===== src/frmc_pkg.sv =====
/*
  Constants and carrier types for the host-side controller of an
  asynchronous SRAM-compatible 32K x 8 nonvolatile memory.
  Assumes a 40 MHz core clock; all pin timing is counted in cycles of it.
*/
package frmc_pkg;

   // ==================================================================
   // Clock and timing
   localparam int CLK_PERIOD_PS = 25000;
   localparam int T_CE_ACCESS_NS = 70;
   localparam int T_CE_ACTIVE_NS = 70;
   localparam int T_ADDR_HOLD_NS = 70;
   localparam int T_PAGE_ACCESS_NS = 40;
   localparam int T_PAGE_STABLE_NS = 15;
   localparam int T_WE_PULSE_NS = 18;
   localparam int T_CE_TO_WEH_NS = 70;
   localparam int T_DATA_SETUP_NS = 15;
   localparam int T_PAGE_WCYCLE_NS = 35;
   localparam int T_PAGE_ASETUP_NS = 5;
   localparam int T_PAGE_AHOLD_NS = 20;
   localparam int T_WEL_TO_CEH_NS = 25;
   localparam int T_ROW_TO_WEH_NS = 140;
   localparam int T_PRECHARGE_NS = 70;
   localparam int T_OE_HIZ_NS = 10;
   localparam int T_POWERUP_US = 250;

   // Least times round up to whole cycles, never below one
   function automatic int ns_cycles(input int ns);
      int c;
      c = (ns * 1000 + CLK_PERIOD_PS - 1) / CLK_PERIOD_PS;
      return (c < 1) ? 1 : c;
   endfunction : ns_cycles

   localparam int CYC_CE_ACCESS = ns_cycles(T_CE_ACCESS_NS) + 1; // One extra for sampling
   localparam int CYC_CE_ACTIVE = ns_cycles(T_CE_ACTIVE_NS);
   localparam int CYC_ADDR_HOLD = ns_cycles(T_ADDR_HOLD_NS);
   localparam int CYC_PAGE_ACCESS = ns_cycles(T_PAGE_ACCESS_NS) + 1;
   localparam int CYC_PAGE_STABLE = ns_cycles(T_PAGE_STABLE_NS);
   localparam int CYC_WE_PULSE = ns_cycles(T_WE_PULSE_NS);
   localparam int CYC_CE_TO_WEH = ns_cycles(T_CE_TO_WEH_NS);
   localparam int CYC_DATA_SETUP = ns_cycles(T_DATA_SETUP_NS);
   localparam int CYC_PAGE_WCYCLE = ns_cycles(T_PAGE_WCYCLE_NS);
   localparam int CYC_PAGE_ASETUP = ns_cycles(T_PAGE_ASETUP_NS);
   localparam int CYC_PAGE_AHOLD = ns_cycles(T_PAGE_AHOLD_NS);
   localparam int CYC_WEL_TO_CEH = ns_cycles(T_WEL_TO_CEH_NS);
   localparam int CYC_ROW_TO_WEH = ns_cycles(T_ROW_TO_WEH_NS);
   localparam int CYC_PRECHARGE = ns_cycles(T_PRECHARGE_NS);
   localparam int CYC_OE_HIZ = ns_cycles(T_OE_HIZ_NS);
   localparam int CYC_POWERUP = (T_POWERUP_US * 1000 * 1000) / CLK_PERIOD_PS;

   // ==================================================================
   // Widths and fields
   localparam int ADDR_W = 15;
   localparam int COL_W = 3;
   localparam int ROW_W = ADDR_W - COL_W;
   localparam int DATA_W = 8;
   localparam int CNT_W = 16;
   localparam logic [CNT_W-1:0] CNT_ZERO = 16'h0000;
   localparam logic [CNT_W-1:0] CNT_ONE = 16'h0001;

   // ==================================================================
   // Types
   typedef enum logic [6:0] {
      ST_POWERUP = 7'h01,
      ST_IDLE    = 7'h02,
      ST_ACCESS  = 7'h04,
      ST_RDWAIT  = 7'h08,
      ST_WSETUP  = 7'h10,
      ST_WPULSE  = 7'h20,
      ST_PRECHG  = 7'h40
   } frmc_state_t;

   // Request from user logic: one byte read or write
   typedef struct packed {
      logic write;
      logic [ADDR_W-1:0] addr;
      logic [DATA_W-1:0] wdata;
   } frmc_req_t;

   // Pins toward the memory; data is split into out and enable, input is a separate port
   typedef struct packed {
      logic ce_n;
      logic we_n;
      logic oe_n;
      logic [ADDR_W-1:0] addr;
      logic [DATA_W-1:0] dq_out;
      logic dq_oe;
   } frmc_pins_t;

endpackage : frmc_pkg


===== src/frmc_host.sv =====
/*
  Host controller for an asynchronous SRAM-compatible 32K x 8 memory.
  Takes one request at a time from user logic and drives the memory pins
  with counted timing. Assumes the memory is the only load on its pins and
  that the data bus is resolved outside from dq_oe_o.
*/
`timescale 1ns/1ps
`default_nettype none
module frmc_host
   import frmc_pkg::*;
#(
   parameter int POWERUP_CYCLES = CYC_POWERUP
) (
   // Clock and reset
   input wire logic core_clk_i,
   input wire logic sys_rst_i,
   // User request side
   input wire logic req_valid_i,
   input wire frmc_req_t req_i,
   output logic req_ready_o,
   output logic rsp_valid_o,
   output logic [DATA_W-1:0] rsp_rdata_o,
   // Memory pins
   output logic mem_ce_n_o,
   output logic mem_we_n_o,
   output logic mem_oe_n_o,
   output logic [ADDR_W-1:0] mem_addr_o,
   output logic [DATA_W-1:0] mem_dq_o,
   output logic mem_dq_oe_o,
   input wire logic [DATA_W-1:0] mem_dq_i
);

   // ==================================================================
   // State
   typedef struct packed {
      frmc_state_t st;
      logic [CNT_W-1:0] cnt;
      logic [CNT_W-1:0] ce_low;
      logic write;
      logic ready;
      logic rvalid;
      logic [DATA_W-1:0] rdata;
      frmc_pins_t pins;
      logic [DATA_W-1:0] dq_s1;
      logic [DATA_W-1:0] dq_s2;
   } frmc_host_state_t;

   frmc_host_state_t state_reg;
   frmc_host_state_t state_next;

   function automatic logic [CNT_W-1:0] cyc(input int n);
      return CNT_W'(n);
   endfunction : cyc

   // ==================================================================
   // Next state
   always_comb begin
      state_next = state_reg;
      state_next.rvalid = 1'b0;
      // Read data passes two flops before use: it comes from off-chip
      state_next.dq_s1 = mem_dq_i;
      state_next.dq_s2 = state_reg.dq_s1;
      if (state_reg.cnt != CNT_ZERO) begin
         state_next.cnt = state_reg.cnt - CNT_ONE;
      end
      if (!state_reg.pins.ce_n && state_reg.ce_low != {CNT_W{1'b1}}) begin
         state_next.ce_low = state_reg.ce_low + CNT_ONE;
      end
      unique case (state_reg.st)
         ST_POWERUP: begin
            // No access until the supply has settled
            if (state_reg.cnt == CNT_ZERO) begin
               state_next.st = ST_IDLE;
               state_next.ready = 1'b1;
            end
         end
         ST_IDLE: begin
            if (req_valid_i) begin
               // Address and chip enable together: zero setup is allowed
               state_next.ready = 1'b0;
               state_next.write = req_i.write;
               // Any column order is taken; the address holds for the whole access
               state_next.pins.addr = req_i.addr;
               state_next.pins.ce_n = 1'b0;
               state_next.ce_low = CNT_ZERO;
               state_next.pins.oe_n = req_i.write;
               state_next.pins.dq_out = req_i.wdata;
               state_next.pins.dq_oe = 1'b0;
               state_next.st = ST_ACCESS;
               state_next.cnt = cyc(CYC_ADDR_HOLD);
            end
         end
         ST_ACCESS: begin
            if (state_reg.write) begin
               // WE-controlled write: the cycle opens with WE and OE high, then WE pulses
               state_next.st = ST_WSETUP;
               state_next.pins.dq_oe = 1'b1;
               state_next.cnt = cyc(CYC_PAGE_ASETUP);
            end else begin
               state_next.st = ST_RDWAIT;
               state_next.cnt = cyc(CYC_CE_ACCESS);
            end
         end
         ST_RDWAIT: begin
            // Hold CE at least its active time; data valid by access time
            if (state_reg.cnt == CNT_ZERO
                && state_reg.ce_low >= cyc(CYC_CE_ACTIVE)
                && state_reg.ce_low >= cyc(CYC_ADDR_HOLD)) begin
               state_next.rdata = state_reg.dq_s2;
               state_next.rvalid = 1'b1;
               state_next.pins.ce_n = 1'b1;
               state_next.pins.oe_n = 1'b1;
               state_next.st = ST_PRECHG;
               state_next.cnt = cyc(CYC_PRECHARGE);
            end
         end
         ST_WSETUP: begin
            if (state_reg.cnt == CNT_ZERO) begin
               state_next.pins.we_n = 1'b0;
               state_next.st = ST_WPULSE;
               state_next.cnt = cyc(CYC_WE_PULSE);
            end
         end
         ST_WPULSE: begin
            // WE rises first, so it terminates the write and captures data
            if (state_reg.cnt == CNT_ZERO
                && state_reg.ce_low >= cyc(CYC_CE_TO_WEH)
                && state_reg.ce_low >= cyc(CYC_ROW_TO_WEH)
                && state_reg.ce_low >= cyc(CYC_CE_ACTIVE + CYC_DATA_SETUP)) begin
               state_next.pins.we_n = 1'b1;
               // One pulse per access, so pulses sit at least nine cycles apart
               state_next.st = ST_PRECHG;
               state_next.cnt = cyc(CYC_WEL_TO_CEH);
            end
         end
         ST_PRECHG: begin
            // WE went high above; CE follows one cycle later, data held to it
            if (!state_reg.pins.ce_n) begin
               state_next.pins.ce_n = 1'b1;
               state_next.pins.dq_oe = 1'b0;
               state_next.cnt = cyc(CYC_PRECHARGE);
            end else if (state_reg.cnt == CNT_ZERO) begin
               // Standby: CE high, other pins are don't-care to the memory
               state_next.st = ST_IDLE;
               state_next.ready = 1'b1;
            end
         end
         default: begin
            state_next.st = ST_IDLE;
         end
      endcase
   end

   // ==================================================================
   // Registers
   always_ff @(posedge core_clk_i) begin
      if (sys_rst_i) begin
         state_reg.st <= ST_POWERUP;
         state_reg.cnt <= CNT_W'(POWERUP_CYCLES);
         state_reg.ce_low <= CNT_ZERO;
         state_reg.write <= 1'b0;
         state_reg.ready <= 1'b0;
         state_reg.rvalid <= 1'b0;
         state_reg.rdata <= '0;
         state_reg.pins.ce_n <= 1'b1;
         state_reg.pins.we_n <= 1'b1;
         state_reg.pins.oe_n <= 1'b1;
         state_reg.pins.addr <= '0;
         state_reg.pins.dq_out <= '0;
         state_reg.pins.dq_oe <= 1'b0;
         state_reg.dq_s1 <= '0;
         state_reg.dq_s2 <= '0;
      end else begin
         state_reg <= state_next;
      end
   end

   // ==================================================================
   // Outputs straight from flops
   assign req_ready_o = state_reg.ready;
   assign rsp_valid_o = state_reg.rvalid;
   assign rsp_rdata_o = state_reg.rdata;
   assign mem_ce_n_o = state_reg.pins.ce_n;
   assign mem_we_n_o = state_reg.pins.we_n;
   assign mem_oe_n_o = state_reg.pins.oe_n;
   assign mem_addr_o = state_reg.pins.addr;
   assign mem_dq_o = state_reg.pins.dq_out;
   assign mem_dq_oe_o = state_reg.pins.dq_oe;

endmodule : frmc_host
`default_nettype wire


===== config.mk =====
export PLATFORM = sky130hd
export DESIGN_NAME = frmc_host
export DESIGN_NICKNAME = d
export VERILOG_FILES = /design/src/frmc_pkg.sv /design/src/frmc_host.sv
export SDC_FILE = /design/constraint.sdc
export NUM_CORES = 1
export LEC_CHECK = 0
export BUFFER_PORTS_ARGS = -buffer_cell sky130_fd_sc_hd__buf_4
export CORE_ASPECT_RATIO = 1.5
export CORE_UTILIZATION = 45
export CTS_CLUSTER_DIAMETER = 80
export DETAILED_ROUTE_END_ITERATION = 8
export HOLD_SLACK_MARGIN = 0.06
export PLACE_DENSITY = 0.72
export SYNTH_ARGS = -nofsm -noshare
export SYNTH_HDL_FRONTEND = slang
export SYNTH_SLANG_ARGS = --single-unit

===== constraint.sdc =====
create_clock -name core_clk_i -period 3.32 [get_ports core_clk_i]
set_input_delay 0 -clock core_clk_i [delete_from_list [all_inputs] [get_ports core_clk_i]]
set_output_delay 0 -clock core_clk_i [all_outputs]
set_load 0.05 [all_outputs]

==> summary.md, run 1 <==
| Metric | Value |
|---|---|
| Status | complete, no violations |
| Row count | 43 |
| Top FF cell, synth | dfxtp_1 |
| Wire per inst | 14.4 um |
| CTS buffer count | 9 |
| Routability congestion estimate | 0.886 |
| Post-DRT Antenna Nets | 0 |
| Setup-failing EPs final | 0 |
| Crit path arrival time | between 2 and 3 ns |
| #FFs+latches synth | 93 |
| Grt ovf | 0 |
| Synthesized area | 4320 um2 |
| Clk sinks | 93 |
| Worst setup SP type | flip-flop |
| Worst-path clk slew | approximately 0.060 ns |
| Largest net degree at the start of global routing | 73 |
| Initial antenna violation count | 0 |
| Worst-Margin Slew | 0.886 ns |
| Die W | around 80 um |
| Power Density | 519 nW/um2 |
| Final setup TNS | 0 ns |
| P_leak | around 2.1 nW |
| Warnings from Yosys | 0 |
| Share of post-route cells with drive strength above 1 | 0.190 |
| Clock Skews | 0.00566 ns |
| Number of fill cells in the layout | 791 |
| CP Capture Type | flip-flop |
| Worst-skew pair later-pin latency | about 0.34 ns |
| CP required | 3.53 ns |
| Post-synthesis sequential area ratio | 0.431 |
| Tcrit/Tclk final | 0.791 |
| CTS max path bufs | 2 |
| First-pass GRT wire length | 16000 um |
| TritonCTS clock tree | yes |
| Cells after synthesis | 500 |
| Port Buffer Count | just over 70 |
| F_max | around 0.38 GHz |
| CTS root buf | clkbuf_16 |
| Peak supply drop | approximately 360 uV |
| Reg2Reg Setup Slack | just under 0.7 ns |
| Starting Density | 0.464 |
| Post-synthesis net count | 539 |
| Worst slew margin | 0.409 |
| Setup Buffers After CTS | 0 |
| Worst hold-check path type | primary input to flip-flop |
| Layout area overhead | 23.2% |
| Iter 0 DRT Violations | 101 |
| Die Y | 122 um |
| Drt pass-1 iters | 4 |
| Antenna cell count | 0 |
| Register area | 1860 um2 |
| Final WL | 9720 um |
| Mean Syn Cell Area | 8.64 um2 |
| DR DRC count | 0 |
| Max reg flops | 48 |
| Total die area | 10000 um2 |
| Tmin final | 2.63 ns |
| Max-slew violation count | 0 |
| Area occupied by multi-input gates | approximately 2100 um2 |
| Max Cap Violations | 0 |
| Total Routing Usage GR | 0.209 |
| Vias per inst | between 5 and 6 |
| Count of final hold-check violations | 0 |
| Unrepaired setup endpoints after global routing | false |
| Final #Nets | 597 |
| Post-synth EDFFs | 0 |
| Critical path peak fanout | 9 |
| Synth cell types | 53 |
| H-tree levels | 3 |
| Vias in the first global route | 3527 |
| WHS | 0.202 ns |
| I/O pins | around 70 |
| DR vias | 3598 |
| Async SR Flop Fraction | 0 |
| Core area | 9310 um2 |
| Post-detail-place hpwl | 6450 um |
| WS Path Type | flip-flop to flip-flop |
-- cells in the mapped netlist (4+ instances only) --
master     n  area [um2]
nor3_1     6        30.0
inv_1      8        30.0
or3_1      4        25.0
buf_4     31         233
nand2b_1   6        37.5
nor2_2     8        50.1
a21oi_1   38         190
nor4_1    11        68.8
o21ai_0    6        30.0
xor2_1    17         149
o21bai_1   7        52.6
nand3_1    7        35.0
mux2i_1   11         110
nand2_1   67         251
buf_2      4        20.0
nand4_1    6        37.5
and4_1     8        70.1
ha_1       4        50.1
nor3b_1    6        45.0
nor2b_1   21         131
nor2_1    45         169
clkbuf_1  21        78.8
xnor2_1   14         123
dfxtp_1   93        1860
-- cell usage in the layout, fill, tap and decap left out, types with 7 or more instances in the layout --
master / n
nand3_1: 7
and4_1: 8
mux2i_1: 11
nor4_1: 11
dfxtp_1: 93
nor2_2: 8
buf_4: 72
xnor2_1: 14
inv_1: 8
a21oi_1: 38
nor2b_1: 21
dlygate4sd3_1: 33
xor2_1: 17
o21bai_1: 7
nand2_1: 67
nor2_1: 45
clkbuf_16: 9
-- through the flow --
stage	total power [mW]	util	instances	setup WS, ns	cell area, um2
2_1_floorplan	1.50	-	500	1.22	4320
3_3_place_gp	1.58	0.499	626	0.927	4650
3_5_place_dp	1.58	0.499	626	0.765	4650
4_1_cts	2.78	0.572	675	0.731	5320
5_1_grt	2.88	0.572	675	0.486	5320
6_report	2.76	0.572	675	0.694	5320
-- power breakdown --
part	leakage [nW]	switching, mW	internal, mW
clock network	0.168	0.425	0.742
registers	0.755	0.0552	1.17
logic	1.23	0.197	0.174
-- logic make-up (layout without fill, tap and decap cells) --
family / count (synthesis) / count (layout) / share of synthesized area
xor+xnor: 31 / 31 / 0.0629
fa+ha+maj: 4 / 4 / 0.0116
mux: 11 / 11 / 0.0255
buf+inv: 66 / 129 / 0.0889
simple gates: 218 / 218 / 0.271
compound gates: 77 / 77 / 0.110
flops: 93 / 93 / 0.431
-- worst max-delay path: stages (launching register included) --
cell      delay [ns]
dfxtp_1         0.34
nor4_1          0.69
nand4_2         0.38
a211oi_1        0.29
o31a_1          0.31
or2_1           0.41
nor2_2          0.08
-- path summary, 6_finish.rpt --
path | start | endpoint | cells past startpoint
worst max-delay path | state_reg[76] | state_reg[81] | 6
worst min-delay path | sys_rst_i | state_reg[91] | 2
worst max register to register | state_reg[76] | state_reg[81] | 6
worst min register to register | state_next[2] | state_reg[2] | 1
-- per-layer routing --
metal,GRT usage,vias up,share of wire
li1,-,1789,-
met1,0.226,1701,0.39
met2,0.373,88,0.54
met3,0.0539,20,0.045
met4,0.0921,0,0.022
met5,0,-,0
-- layout make-up --
class                           instances  area share
Clock buffer                           10      0.0430
Clock inverter                          6      0.0219
Inverter                                8     0.00564
Multi-Input combinational cell        341       0.390
Sequential cell                        93       0.350
Tap cell                              112      0.0263
Timing Repair Buffer                  105       0.164
-- timing repair --
| item | 4_1_cts | 5_1_grt |
|---|---|---|
| endpoints found under the hold margin | 34 | 0 |
| resized for setup | 0 | 0 |
| hold buffers | 33 | 0 |
No activity file was read; power rests on OpenSTA's default activity.
==> run 2, diff against run 1 <==
--- a/config.mk
+++ b/config.mk
@@ -5,6 +5,7 @@
 export SDC_FILE = /design/constraint.sdc
 export NUM_CORES = 1
 export LEC_CHECK = 0
+export ABC_AREA = 1
 export BUFFER_PORTS_ARGS = -buffer_cell sky130_fd_sc_hd__buf_4
 export CORE_ASPECT_RATIO = 1.5
 export CORE_UTILIZATION = 45
==> constraint.sdc (replaced) <==
create_clock -name core_clk_i -period 2.59 [get_ports core_clk_i]
set_input_delay 0 -clock core_clk_i [delete_from_list [all_inputs] [get_ports core_clk_i]]
set_output_delay 0 -clock core_clk_i [all_outputs]
set_load 0.05 [all_outputs]
==> summary.md, run 2 <==
| Metric | Value |
|---|---|
| Slowest cell on crit path | dfxtp_1 |
| Mean Syn Cell Area | roughly 7.0 um2 |
| Net Sw Power | 2.02 mW |
| Clock Power Share | 0.273 |
| Most common library cells after synthesis | 163 x nand2_1, 99 x nor2_1, 93 x dfxtp_1 |
| Count of final hold-check violations | 0 |
| F_max | 0.477 GHz |
| Crit path cell chain | inv_1 -> ha_1 -> nand2_2 -> nor2_1 -> nand2_1 -> nor2_4 -> inv_1 -> ha_1 -> nand2_1 -> nand4_1 -> o21ai_0 -> inv_1 -> nor2_1 -> nor2_1 |
| Port Buffer Count | 71 |
| Synth cell types | 33 |
| Leading cell type in the layout, fill and taps excluded | nand2_1 |
| DR vias | 4183 |
| Logic pwr share | 0.362 |
| P_leak | 2.58 nW |
| Internal power consumption | 3.17 mW |
| #FFs+latches synth | 93 |
| Buffers & Inverters on Critical Path | 3 |
| Mux cell area share after synthesis | 0 |
| Post-DRT Antenna Nets | 0 |
| CP Capture Type | flip-flop |
| WS Path Type | flip-flop to flip-flop |
| Worst-Margin Slew | 0.879 ns |
| Iter 0 DRT Violations | roughly 170 |
| Top FF cell, synth | dfxtp_1 |
| WHS | 0.124 ns |
| Die Y | 126 um |
| Synth Area in XOR/XNOR | 0.0359 |
| Clk sinks | between 90 and 100 |
| WHS Path Cells | 4 |
| Antenna cell count | 0 |
| Wire per inst | between 10 and 15 um |
| Sw Share | 0.389 |
| Unrepaired setup endpoints after global routing | false |
| First-pass GRT wire length | 18200 um |
| Final setup TNS | 0 ns |
| Critical Path Max Stage Delay | 0.31 ns |
| CP required | 2.83 ns |
| Worst-skew pair later-pin latency | between 0.3 and 0.4 ns |
| Setup Buffers After CTS | 0 |
| CP delay by family, top | simple AND/OR/NAND/NOR gates |
| CTS root buf | clkbuf_16 |
| Drt pass-1 iters | 7 |
| DR DRC count | 5 |
| Most common cell in the netlist | nand2_1 |
| Synthesized area | 4630 um2 |
| Cells after synthesis | 666 |
| Top post-synthesis cells by area | dfxtp_1 40%, nand2_1 13%, nor2_1 8.0% |
| CTS buffer count | 9 |
| Hold EP | state_reg[80] |
| Worst-path clk slew | 0.06 ns |
| Post-synthesis net count | between 700 and 800 |
| I/O pins | 72 |
| Max reg flops | 48 |
| Final WL | 10900 um |
| Core area | 10100 um2 |
| Grt ovf | 0 |
| Layout area overhead | 23.0% |
| Post-synth top area share | 0.402 |
| Setup-failing EPs final | 0 |
| H-tree levels | 3 |
| Final #Nets | 779 |
| Routability congestion estimate | 0.913 |
| Reg2Reg Setup Slack | 0.49 ns |
| Crit path arrival time | around 2.3 ns |
| TritonCTS clock tree | yes |
| Critical path peak fanout | 7 |
| Commonest non-fill, non-tap cells in the layout | 163 x nand2_1, 99 x nor2_1, 93 x dfxtp_1, 74 x buf_4, 70 x inv_1 |
| Post-detail-place hpwl | 7640 um |
| Worst setup SP type | flip-flop |
| Starting Density | 0.459 |
| Synth Area in Adders | 0.0108 |
| Failing checks | DRC |
| Worst hold-check path type | primary input to flip-flop |
| Power Density | 910 nW/um2 |
| CTS max path bufs | 2 |
| Peak supply drop | 640 uV |
| Largest net degree at the start of global routing | 55 |
| Max-slew violation count | 0 |
| Max Cap Violations | 0 |
| Area leader, netlist | dfxtp_1 |
| Status | finished with violations |
| CTS resizes | 0 |
| Total die area | 10700 um2 |
| Largest family of logic cells by synthesized area | simple AND/OR/NAND/NOR gates |
| Initial antenna violation count | 0 |
| Async SR Flop Fraction | 0 |
| R2R depth | 14 |
| Tmin final | 2.10 ns |
| Reg2reg end | state_reg[70] |
| Row count | 45 |
| Post-synth EDFFs | 0 |
| Post-synthesis sequential area ratio | 0.402 |
| Vias in the first global route | approximately 4100 |
| Reg-to-Reg Start | state_reg[70] |
| Vias per inst | 4.86 |
| Warnings from Yosys | 0 |
| Simple-Gate Fraction of Synth Area | 0.340 |
| Share of post-route cells with drive strength above 1 | 0.187 |
| Clock Skews | 0.00971 ns |
| Worst slew margin | 0.414 |
| Tcrit/Tclk final | 0.810 |
| Compound-Gate Fraction of Synth Area | 0.0802 |
| Die W | 84.8 um |
| CTS Hold Buffers Added | 34 |
| Total Routing Usage GR | 0.212 |
| Flop pwr share | 0.366 |
| Hold Startpoint | sys_rst_i |
[run 2: cell types whose count changed in the layout (fill, tap and decap cells not counted), sizes merged, moves of 12 or more]
| cell | change |
|---|---|
| nand2 | +107 |
| nor4 | -13 |
| nor2 | +64 |
| xnor2 | -12 |
| inv | +74 |
| o21ai | +18 |
| nand3 | +32 |
| nor2b | -21 |
[run 2: cell families (layout without fill, tap and decap cells)]
group	Yosys count	in the layout
DFF	93	93
and+or+nand+nor	351	351
adders and majority gates	4	4
AOI/OAI and AO/OA	72	72
buffers and inverters	127	205
xor gates and xnor gates	19	19
[run 2: power groups by stage]
stage	sequential [mW]	clock, mW	combinational (mW)
floorplan	1.90	0	1.45
global placement	1.91	0	1.80
detailed placement	1.92	0	1.83
CTS	1.89	1.44	1.88
global route	1.93	1.50	2.12
finish	1.90	1.41	1.88
[run 2: per-layer routing]
metal  GRT usage  up-vias  wire, um
met2       0.407       85      6010
li1            -     2189         -
met5           0        -         0
met3      0.0433       19       338
met1       0.221     1890      4330
met4      0.0847        0       221
[run 2: worst min-delay path: cells and delay by family]
| kind | cells | cell delay (ns) |
|---|---|---|
| buffers and inverters | 3 | 0.35 |
| and+or+nand+nor | 1 | 0.08 |
[run 2: how the worst max path moves through the flow]
stage	start	endpoint	slack, ns	cells past startpoint
floorplan	state_reg[70]	state_reg[70]	0.79	14
global placement	state_reg[70]	state_reg[70]	0.52	14
detailed placement	state_reg[70]	state_reg[70]	0.49	14
CTS	state_reg[70]	state_reg[70]	0.47	14
global route	state_reg[88]	mem_addr_o[8]	0.32	9
finish	state_reg[70]	state_reg[70]	0.49	14
[run 2: layout make-up]
class                           count  area, um2
Sequential cell                    93       1860
Multi-Input combinational cell    446       2160
Clock inverter                      6       93.8
Timing Repair Buffer              108        896
Tap cell                          117        146
Fill cell                         944       4380
Inverter                           82        308
Clock buffer                        9        225
[run 2: metrics by stage]
step                      power, mW  cell area (um2)  std cells  setup WS [ns]  utilization
after floorplan                3.35             4630        666          0.789            -
after global placement         3.71             5030        812          0.522        0.500
after detailed placement       3.75             5030        812          0.489        0.500
after CTS                      5.21             5690        861          0.472        0.565
after global routing           5.55             5690        861          0.319        0.565
final                          5.18             5690        861          0.492        0.565
